`src/core/dbo_pkg.sv`:
```
// Constants and types for the buffer op amp configuration block
`default_nettype none
package dbo_pkg;
  // ------------------------------------------------------------
  // Register byte addresses
  // ------------------------------------------------------------
  localparam logic [31:0] DBO_ADDR_UNLOCK_FIRST = 32'hffff0650;
  localparam logic [31:0] DBO_ADDR_OPAMP_SELECT = 32'hffff0654;
  localparam logic [31:0] DBO_ADDR_UNLOCK_SECOND = 32'hffff0658;
  // ------------------------------------------------------------
  // Key codes, reset values, field layout
  // ------------------------------------------------------------
  localparam logic [15:0] DBO_KEY_FIRST_CODE = 16'h009a;
  localparam logic [15:0] DBO_KEY_SECOND_CODE = 16'h000c;
  localparam logic [15:0] DBO_KEY_RESET = 16'h0000;
  localparam logic [7:0] DBO_SELECT_RESET = 8'h00;
  localparam logic [7:0] DBO_SELECT_FUNC_MASK = 8'h0f;
  localparam int DBO_NUM_CH = 4;
  localparam int DBO_NUM_AIN = 10;
  // Analog input pin feeding each buffer's positive and negative input
  localparam logic [3:0] DBO_POS_PIN [0:3] = '{4'h0, 4'h2, 4'h4, 4'h8};
  localparam logic [3:0] DBO_NEG_PIN [0:3] = '{4'h1, 4'h3, 4'h5, 4'h9};
  // ------------------------------------------------------------
  // Bus responses
  // ------------------------------------------------------------
  localparam logic [1:0] DBO_RESP_OKAY = 2'b00;
  localparam logic [1:0] DBO_RESP_SLVERR = 2'b10;
  // Unlock sequencer states
  typedef enum logic [2:0] {
    DBO_KS_IDLE = 3'b001,
    DBO_KS_ARMED = 3'b010,
    DBO_KS_STAGED = 3'b100
  } dbo_key_state_t;
endpackage
`default_nettype wire

```
`src/core/dbo_wr_if.sv`:
```
// Register write strobes between the bus slave and the unlock sequencer
`timescale 1ns/1ps
`default_nettype none
interface dbo_wr_if;
  logic key0_we; // Write to first unlock register
  logic cfg_we; // Write to select register
  logic key1_we; // Write to second unlock register
  logic [31:0] wdata; // Lane-masked write data
  logic [7:0] cfg; // Committed select value
  modport bus (output key0_we, output cfg_we, output key1_we, output wdata, input cfg);
  modport guard (input key0_we, input cfg_we, input key1_we, input wdata, output cfg);
endinterface
`default_nettype wire

```
`src/core/dbo_key_guard.sv`:
```
// Unlock sequencer that holds the buffer op amp select value
`timescale 1ns/1ps
`default_nettype none
module dbo_key_guard
  import dbo_pkg::*;
(
  // Clock and reset
  input wire logic i_core_clk,
  input wire logic i_rst_n,
  // Write strobes from the bus slave
  dbo_wr_if.guard wr
);
  dbo_key_state_t state_r; // Sequencer position
  dbo_key_state_t state_nxt;
  logic [7:0] stage_r; // Value waiting for the second key
  logic [7:0] stage_nxt;
  logic [7:0] cfg_r; // Committed select value
  logic [7:0] cfg_nxt;
  logic key0_ok; // First key code matches
  logic key1_ok; // Second key code matches

  assign key0_ok = (wr.wdata[15:0] == DBO_KEY_FIRST_CODE);
  assign key1_ok = (wr.wdata[15:0] == DBO_KEY_SECOND_CODE);
  assign wr.cfg = cfg_r;

  // ------------------------------------------------------------
  // Sequencer next state
  // ------------------------------------------------------------
  // Any unlock or select write out of order drops back to idle, except a matching first key,
  // which re-arms; a stray write can never commit a half-framed value
  always_comb
  begin
    state_nxt = state_r;
    stage_nxt = stage_r;
    cfg_nxt = cfg_r;
    case (state_r)
      DBO_KS_IDLE:
      begin
        if (wr.key0_we && key0_ok) // RL9
          state_nxt = DBO_KS_ARMED;
      end
      DBO_KS_ARMED:
      begin
        if (wr.cfg_we)
        begin
          // Reserved upper bits are never stored
          stage_nxt = wr.wdata[7:0] & DBO_SELECT_FUNC_MASK; // RL9
          state_nxt = DBO_KS_STAGED;
        end
        else if (wr.key0_we)
          state_nxt = key0_ok ? DBO_KS_ARMED : DBO_KS_IDLE;
        else if (wr.key1_we)
          state_nxt = DBO_KS_IDLE; // RL10
      end
      DBO_KS_STAGED:
      begin
        if (wr.key1_we)
        begin
          if (key1_ok)
            cfg_nxt = stage_r; // RL9
          state_nxt = DBO_KS_IDLE; // RL10
        end
        else if (wr.key0_we)
          state_nxt = key0_ok ? DBO_KS_ARMED : DBO_KS_IDLE;
        else if (wr.cfg_we)
          state_nxt = DBO_KS_IDLE; // RL10
      end
      default:
        state_nxt = DBO_KS_IDLE;
    endcase
  end

  // ------------------------------------------------------------
  // Sequencer registers
  // ------------------------------------------------------------
  always_ff @(posedge i_core_clk or negedge i_rst_n)
  begin
    if (!i_rst_n)
    begin
      state_r <= DBO_KS_IDLE;
      stage_r <= DBO_SELECT_RESET;
      cfg_r <= DBO_SELECT_RESET; // RL7
    end
    else
    begin
      state_r <= state_nxt;
      stage_r <= stage_nxt;
      cfg_r <= cfg_nxt;
    end
  end
endmodule
`default_nettype wire

```
`src/core/dbo_opamp_cfg.sv`:
```
// AXI4-Lite register bank for the key protected buffer op amp select
//
// How it works
// RL1: Op amp mode bypasses converter, buffer standalone
// RL2: Bit 0: in_0 plus, in_1 minus, out_0
// RL3: Bit 1: in_2 plus, in_3 minus, out_1
// RL4: Bit 2: in_4 plus, in_5 minus, out_2
// RL5: Bit 3: in_8 plus, in_9 minus, out_3
// RL6: Software powers down converter in op amp mode
// RL7: Cleared bit is normal; resets to zero
// RL8: Software writes zero to upper four bits
// RL9: First key, select value, second key
// RL10: Unframed select writes are ignored
//
// Chosen here: register access over AXI4-Lite.
`timescale 1ns/1ps
`default_nettype none
module dbo_opamp_cfg
  import dbo_pkg::*;
(
  // Clock and reset
  input wire logic i_core_clk,
  input wire logic i_rst_n,
  // AXI4-Lite write address and data
  input wire logic i_s_axi_awvalid,
  output logic o_s_axi_awready,
  input wire logic [31:0] i_s_axi_awaddr,
  input wire logic i_s_axi_wvalid,
  output logic o_s_axi_wready,
  input wire logic [31:0] i_s_axi_wdata,
  input wire logic [3:0] i_s_axi_wstrb,
  // AXI4-Lite write response
  output logic o_s_axi_bvalid,
  input wire logic i_s_axi_bready,
  output logic [1:0] o_s_axi_bresp,
  // AXI4-Lite read
  input wire logic i_s_axi_arvalid,
  output logic o_s_axi_arready,
  input wire logic [31:0] i_s_axi_araddr,
  output logic o_s_axi_rvalid,
  input wire logic i_s_axi_rready,
  output logic [31:0] o_s_axi_rdata,
  output logic [1:0] o_s_axi_rresp,
  // Analog switch controls
  output logic [DBO_NUM_CH-1:0] o_buf_opamp_en,
  output logic [DBO_NUM_CH-1:0] o_conv_path_en,
  output logic [DBO_NUM_AIN-1:0] o_opamp_pos_sw,
  output logic [DBO_NUM_AIN-1:0] o_opamp_neg_sw
);
  // ------------------------------------------------------------
  // Declarations
  // ------------------------------------------------------------
  dbo_wr_if wr (); // Strobes to the sequencer
  logic aw_hold_r; // Write address captured
  logic aw_hold_nxt;
  logic [31:0] aw_addr_r;
  logic [31:0] aw_addr_nxt;
  logic w_hold_r; // Write data captured
  logic w_hold_nxt;
  logic [31:0] w_data_r; // Data with unstrobed lanes zeroed
  logic [31:0] w_data_nxt;
  logic bvalid_r;
  logic bvalid_nxt;
  logic [1:0] bresp_r;
  logic [1:0] bresp_nxt;
  logic rvalid_r;
  logic rvalid_nxt;
  logic [31:0] rdata_r;
  logic [31:0] rdata_nxt;
  logic [1:0] rresp_r;
  logic [1:0] rresp_nxt;
  logic do_wr; // Both halves held, response slot free
  logic wr_hit; // Write lands on a mapped register
  logic [DBO_NUM_CH-1:0] opamp_r; // Registered switch controls
  logic [DBO_NUM_AIN-1:0] pos_r;
  logic [DBO_NUM_AIN-1:0] neg_r;
  logic [DBO_NUM_AIN-1:0] pos_nxt;
  logic [DBO_NUM_AIN-1:0] neg_nxt;
  logic [DBO_NUM_AIN-1:0] pos_ch [DBO_NUM_CH]; // Per channel contribution
  logic [DBO_NUM_AIN-1:0] neg_ch [DBO_NUM_CH];

  // ------------------------------------------------------------
  // Write path
  // ------------------------------------------------------------
  // Address and data are taken in either order; no new ones are taken
  // until the response has gone, so one write is under way at a time
  assign o_s_axi_awready = !aw_hold_r && !bvalid_r;
  assign o_s_axi_wready = !w_hold_r && !bvalid_r;
  assign do_wr = aw_hold_r && w_hold_r && !bvalid_r;
  assign wr_hit = (aw_addr_r == DBO_ADDR_UNLOCK_FIRST) ||
                  (aw_addr_r == DBO_ADDR_OPAMP_SELECT) ||
                  (aw_addr_r == DBO_ADDR_UNLOCK_SECOND);
  assign wr.key0_we = do_wr && (aw_addr_r == DBO_ADDR_UNLOCK_FIRST);
  assign wr.cfg_we = do_wr && (aw_addr_r == DBO_ADDR_OPAMP_SELECT);
  assign wr.key1_we = do_wr && (aw_addr_r == DBO_ADDR_UNLOCK_SECOND);
  assign wr.wdata = w_data_r;

  // Next values of the write channel state
  always_comb
  begin
    aw_hold_nxt = aw_hold_r;
    aw_addr_nxt = aw_addr_r;
    w_hold_nxt = w_hold_r;
    w_data_nxt = w_data_r;
    bvalid_nxt = bvalid_r;
    bresp_nxt = bresp_r;
    if (i_s_axi_awvalid && o_s_axi_awready)
    begin
      aw_hold_nxt = 1'b1;
      aw_addr_nxt = i_s_axi_awaddr;
    end
    if (i_s_axi_wvalid && o_s_axi_wready)
    begin
      w_hold_nxt = 1'b1;
      for (int b = 0; b < 4; b++)
        w_data_nxt[8*b +: 8] = i_s_axi_wstrb[b] ? i_s_axi_wdata[8*b +: 8] : 8'h00;
    end
    if (do_wr)
    begin
      aw_hold_nxt = 1'b0;
      w_hold_nxt = 1'b0;
      bvalid_nxt = 1'b1;
      // Unmapped addresses answer with a slave error
      bresp_nxt = wr_hit ? DBO_RESP_OKAY : DBO_RESP_SLVERR;
    end
    else if (bvalid_r && i_s_axi_bready)
      bvalid_nxt = 1'b0;
  end

  // ------------------------------------------------------------
  // Read path
  // ------------------------------------------------------------
  assign o_s_axi_arready = !rvalid_r;

  // Unlock registers are write only and read as zero
  always_comb
  begin
    rvalid_nxt = rvalid_r;
    rdata_nxt = rdata_r;
    rresp_nxt = rresp_r;
    if (i_s_axi_arvalid && o_s_axi_arready)
    begin
      rvalid_nxt = 1'b1;
      rdata_nxt = 32'h0000_0000;
      rresp_nxt = DBO_RESP_OKAY;
      if (i_s_axi_araddr == DBO_ADDR_OPAMP_SELECT)
        rdata_nxt = {24'h00_0000, wr.cfg};
      else if ((i_s_axi_araddr != DBO_ADDR_UNLOCK_FIRST) &&
               (i_s_axi_araddr != DBO_ADDR_UNLOCK_SECOND))
        rresp_nxt = DBO_RESP_SLVERR;
    end
    else if (rvalid_r && i_s_axi_rready)
      rvalid_nxt = 1'b0;
  end

  // Bus registers
  always_ff @(posedge i_core_clk or negedge i_rst_n)
  begin
    if (!i_rst_n)
    begin
      aw_hold_r <= 1'b0;
      aw_addr_r <= 32'h0000_0000;
      w_hold_r <= 1'b0;
      w_data_r <= 32'h0000_0000;
      bvalid_r <= 1'b0;
      bresp_r <= DBO_RESP_OKAY;
      rvalid_r <= 1'b0;
      rdata_r <= 32'h0000_0000;
      rresp_r <= DBO_RESP_OKAY;
    end
    else
    begin
      aw_hold_r <= aw_hold_nxt;
      aw_addr_r <= aw_addr_nxt;
      w_hold_r <= w_hold_nxt;
      w_data_r <= w_data_nxt;
      bvalid_r <= bvalid_nxt;
      bresp_r <= bresp_nxt;
      rvalid_r <= rvalid_nxt;
      rdata_r <= rdata_nxt;
      rresp_r <= rresp_nxt;
    end
  end

  assign o_s_axi_bvalid = bvalid_r;
  assign o_s_axi_bresp = bresp_r;
  assign o_s_axi_rvalid = rvalid_r;
  assign o_s_axi_rdata = rdata_r;
  assign o_s_axi_rresp = rresp_r;

  // ------------------------------------------------------------
  // Unlock sequencer
  // ------------------------------------------------------------
  dbo_key_guard u_guard (
    .i_core_clk (i_core_clk),
    .i_rst_n (i_rst_n),
    .wr (wr.guard)
  );

  // ------------------------------------------------------------
  // Analog switch decode
  // ------------------------------------------------------------
  // Each buffer in op amp mode closes its two input switches
  for (genvar ch = 0; ch < DBO_NUM_CH; ch++)
  begin : g_ch
    always_comb
    begin
      pos_ch[ch] = '0;
      neg_ch[ch] = '0;
      pos_ch[ch][DBO_POS_PIN[ch]] = wr.cfg[ch]; // RL2 RL3 RL4 RL5
      neg_ch[ch][DBO_NEG_PIN[ch]] = wr.cfg[ch]; // RL2 RL3 RL4 RL5
    end
  end

  // Merge channels; pin sets are disjoint so OR is safe
  always_comb
  begin
    pos_nxt = '0;
    neg_nxt = '0;
    for (int c = 0; c < DBO_NUM_CH; c++)
    begin
      pos_nxt = pos_nxt | pos_ch[c];
      neg_nxt = neg_nxt | neg_ch[c];
    end
  end

  // All switch outputs move together, one cycle after a commit
  always_ff @(posedge i_core_clk or negedge i_rst_n)
  begin
    if (!i_rst_n)
    begin
      opamp_r <= '0; // RL7
      pos_r <= '0;
      neg_r <= '0;
    end
    else
    begin
      opamp_r <= wr.cfg[DBO_NUM_CH-1:0]; // RL1
      pos_r <= pos_nxt;
      neg_r <= neg_nxt;
    end
  end

  assign o_buf_opamp_en = opamp_r;
  assign o_conv_path_en = ~opamp_r; // RL1 RL7
  assign o_opamp_pos_sw = pos_r;
  assign o_opamp_neg_sw = neg_r;
endmodule
`default_nettype wire

```
`config.mk`:
```
export PLATFORM = sky130hd
export DESIGN_NAME = dbo_opamp_cfg
export DESIGN_NICKNAME = d
export VERILOG_FILES = /design/src/core/dbo_pkg.sv /design/src/core/dbo_wr_if.sv /design/src/core/dbo_key_guard.sv /design/src/core/dbo_opamp_cfg.sv
export SDC_FILE = /design/constraint.sdc
export NUM_CORES = 1
export LEC_CHECK = 0
export ABC_AREA = 1
export BUFFER_PORTS_ARGS = -buffer_cell sky130_fd_sc_hd__clkbuf_2
export CAP_MARGIN = 0
export CORE_MARGIN = 1.5
export CORE_UTILIZATION = 52
export CTS_BUF_LIST = sky130_fd_sc_hd__clkbuf_8
export CTS_CLUSTER_DIAMETER = 80
export CTS_CLUSTER_SIZE = 28
export DETAILED_ROUTE_END_ITERATION = 8
export PLACE_DENSITY = 0.85
export SETUP_SLACK_MARGIN = 0.2
export SYNTH_ARGS = -nofsm -noshare
export SYNTH_HDL_FRONTEND = slang
export SYNTH_SLANG_ARGS = --single-unit
```
`constraint.sdc`:
```
create_clock -name i_core_clk -period 3.1 [get_ports i_core_clk]
set_clock_uncertainty 0.05 [all_clocks]
set_input_delay 0.155 -clock i_core_clk [delete_from_list [all_inputs] [get_ports i_core_clk]]
set_output_delay 0.155 -clock i_core_clk [all_outputs]
set_load 0.01 [all_outputs]
```
==> out/metrics.csv <==
stage;metric;value;unit
yosys;Post-Synth Simple-Gate Area;22.06;%
detailed_routing;DR vias;3134;
timing;minimum clock period;2.058;ns
clock_tree;CTS tree;done;
yosys;Post-synth EDFFs;0;
yosys;XOR/XNOR Fraction of Synth Area;0;%
clock_tree;Sink Count;73;
yosys;complex-gate fraction of the synthesized area;5.743;%
yosys;Distinct cells, synth;26;
layout;n_diodes;0;
detailed_routing;DRT antenna net count;0;
place;PortBufs;115;
yosys;top_reg_cell synth;dfrtp_1;
layout;fin cells;665;
global_routing;initial antenna violation count;0;
die;Rows;30;
global_routing;Tot GR Track Use;23.28;%
global_routing;vias in the first global route;3162;
yosys;Seq/Total Area, Yosys;49.36;%
layout;Area Overhead vs Synth;26.49;%
die;Starting Density;54.21;%
die;Boundary Pins;176;
timing;final period utilization;66.40;%
timing;Slew @ Worst Pin;1.170;ns
detailed_routing;drt drc;0;
yosys;Mapped Cells;426;
die;Die Footprint;7638;sq um
place;hpwl dp;5.782;mm
yosys;largest family of logic cells by synthesized area;simple AND/OR/NAND/NOR gates;
place;pre-CTS WS;1.056;ns
yosys;ys async rst share;100.0;%
timing;RSZ-0062 raised after global routing;no;
yosys;FF+latch count, synth;73;
clock_tree;CTS Buffer Depth;2;
critical_path;Critical Path Sink Type;register;
clock_tree;H-tree Lvls;3;
critical_path;critical path class;reg -> reg;
detailed_routing;final WL;8.061;mm
clock_tree;quantity of gates resized following cts;0;
clock_tree;total CTS buffers;9;
global_routing;first-pass GRT wire length;13.61;mm
critical_path;CP Launch Type;register;
layout;layout cells sized above 1;29.88;%
detailed_routing;Vias/cell;4.713;
yosys;Syn Area/Cell;8.694;sq um
job;MaxCap Viol Count;0;
timing;final hold vios;0;
die;Die Ht;87.40;microns
critical_path;crit path DAT;2.23;ns
timing;FMAX;485.8;MHz
detailed_routing;First-pass DRT Iterations;4;
yosys;Ys Warns;0;
clock_tree;clk_lat worst skew;0.34;ns
power;peak supply drop;0.0006129;V
detailed_routing;drt first-iter violations;194;
hold_path;HP Class;in -> reg;
yosys;post-synthesis mux area share;7.297;%
yosys;post-synth top area cell;dfrtp_1;
timing;TNS Setup;0;ns
timing;final worst setup slack;1.042;ns
die;Die W;87.40;microns
timing;Slew HR;21.79;%
place;Final GP Congestion;0.8411;
global_routing;grt total ovfl;0;
critical_path;Worst EP required;3.27;ns
detailed_routing;drt wl/cell;12.12;microns
yosys;Mapped Area;3704;sq um
critical_path;Crit Path Max Fanout;32;
clock_tree;Reg clk slew, reported paths;0.07;ns
power;Pwr Density;698.6;nW/um^2
die;core area;6832;sq um
global_routing;largest net degree at the start of global routing;51;
layout;nets;671;
timing;Setup-failing EPs final;0;
place;Cells after DPL;622;
clock_tree;root buffer cell;clkbuf_8;
yosys;Synth top area share;48.65;%
yosys;synth top area cells;dfrtp_1 (49%), buf_4 (10%), nand2_1 (8.9%), mux2_2 (7.3%), nor2_1 (5.4%);
status;outcome;complete, no violations;
yosys;adder and majority gate portion of the synthesized area;0;%
power;Leak;2.425;nW
timing;Slew Limit Fails;0;
layout;# fillers;561;
## final timing paths
path,start,to,slack [ns],cells after the start
setup / recovery,o_s_axi_bvalid,aw_addr_r[3],1.04,5
hold / removal,i_s_axi_wdata[1],w_data_r[1],0.01,3
setup reg to reg,o_s_axi_bvalid,aw_addr_r[3],1.04,5
hold reg to reg,u_guard.wr.cfg[1],o_buf_opamp_en[1],0.36,0
max in group asynchronous,i_rst_n,o_buf_opamp_en[2],1.65,3
min in group asynchronous,i_rst_n,aw_addr_r[27],0.51,2
## final cells by class
type	count	area, sq um	share of cell area [%]
inverter	42	157.7	3.365
timing repair buffer	145	868.3	18.54
tap	96	120.1	2.564
multi-input combinational	293	1458	31.12
clock inverter	6	115.1	2.457
clock buffer	10	137.6	2.938
sequential	73	1828	39.02
## where the power goes
part	switching [W]	internal (W)	leakage (nW)	total, W
clock	0.000360	0.000559	0.123	0.000919
sequential	0.000195	0.00127	0.905	0.00147
combinational	0.000486	0.000399	1.40	0.000885
## cells in the final DEF (no fill, tap or decap), types with 2 or more instances in the layout
| master | synthesis | layout |
|---|---|---|
| o21ai_0 | 30 | 30 |
| a21oi_1 | 9 | 9 |
| nor4_1 | 4 | 4 |
| buf_4 | 50 | 3 |
| dfrtp_1 | 72 | 72 |
| nand4_1 | 5 | 5 |
| nand3_1 | 23 | 23 |
| dlygate4sd3_1 | 0 | 27 |
| mux2_2 | 24 | 24 |
| nand2_1 | 88 | 88 |
| bufinv_16 | 0 | 3 |
| nor3_2 | 2 | 2 |
| clkbuf_2 | 0 | 114 |
| clkinv_4 | 0 | 2 |
| clkbuf_8 | 0 | 10 |
| inv_1 | 38 | 38 |
| conb_1 | 1 | 42 |
| nor2_1 | 53 | 53 |
| nand3_2 | 2 | 2 |
| nand3b_1 | 2 | 2 |
| inv_2 | 4 | 4 |
| nor3_1 | 3 | 3 |
## layer usage
layer	GRT usage, %	wire [microns]
met5	0	0
met4	9.380	104
met3	3.981	443
met2	43.99	4438
met1	25.59	3074
## sequential cells by signal, summed over array words and instances, names as in the netlist
register,cells
aw_addr_r,32
w_data_r,16
o_buf_opamp_en,4
o_s_axi_rdata,4
u_guard.stage_r,4
u_guard.wr.cfg,4
u_guard.state_r,3
aw_hold_r,1
o_s_axi_bresp,1
o_s_axi_bvalid,1
o_s_axi_rresp,1
o_s_axi_rvalid,1
w_hold_r,1
## worst max-delay path, stage by stage (launching register included)
cell,delay (ns)
dfrtp_1,0.45
nor2_1,0.15
nand2_1,0.67
buf_4,0.46
nor2_1,0.11
a21oi_1,0.05
## synth_stat cells, drive strengths merged, types with 2 or more instances
cell / count
nor4: 4
mux2: 24
o21ai: 30
nand3b: 2
nor3: 6
nor2: 54
a21oi: 9
inv: 42
dfrtp: 72
nand3: 25
buf: 54
clkbuf: 5
nand4: 6
nand2: 88
## cells by family (layout without fill, tap and decap cells)
| family | after synthesis | after routing |
|---|---|---|
| AOI/OAI and AO/OA | 41 | 41 |
| buffers and inverters | 101 | 203 |
| DFF | 73 | 73 |
| muxes | 24 | 24 |
| other | 1 | 42 |
| and+or+nand+nor | 186 | 186 |
## what timing repair did
action,4_1_cts,5_1_grt
setup buffers,0,0
hold buffers,27,0
hold endpoints to repair,50,0
## stage by stage
stage | total power, W | hold WS [ns] | instance area [sq um] | utilization [%]
floorplan | 0.002102 | -0.1906 | 3857 | -
global placement | 0.002251 | 0.2867 | 4161 | 60.92
detailed placement | 0.002323 | 0.2901 | 4161 | 60.92
CTS | 0.003272 | 0.001123 | 4684 | 68.57
global route | 0.003501 | 0.002163 | 4684 | 68.57
finish | 0.003272 | 0.01183 | 4684 | 68.57
No activity file was read; power rests on OpenSTA's default activity.
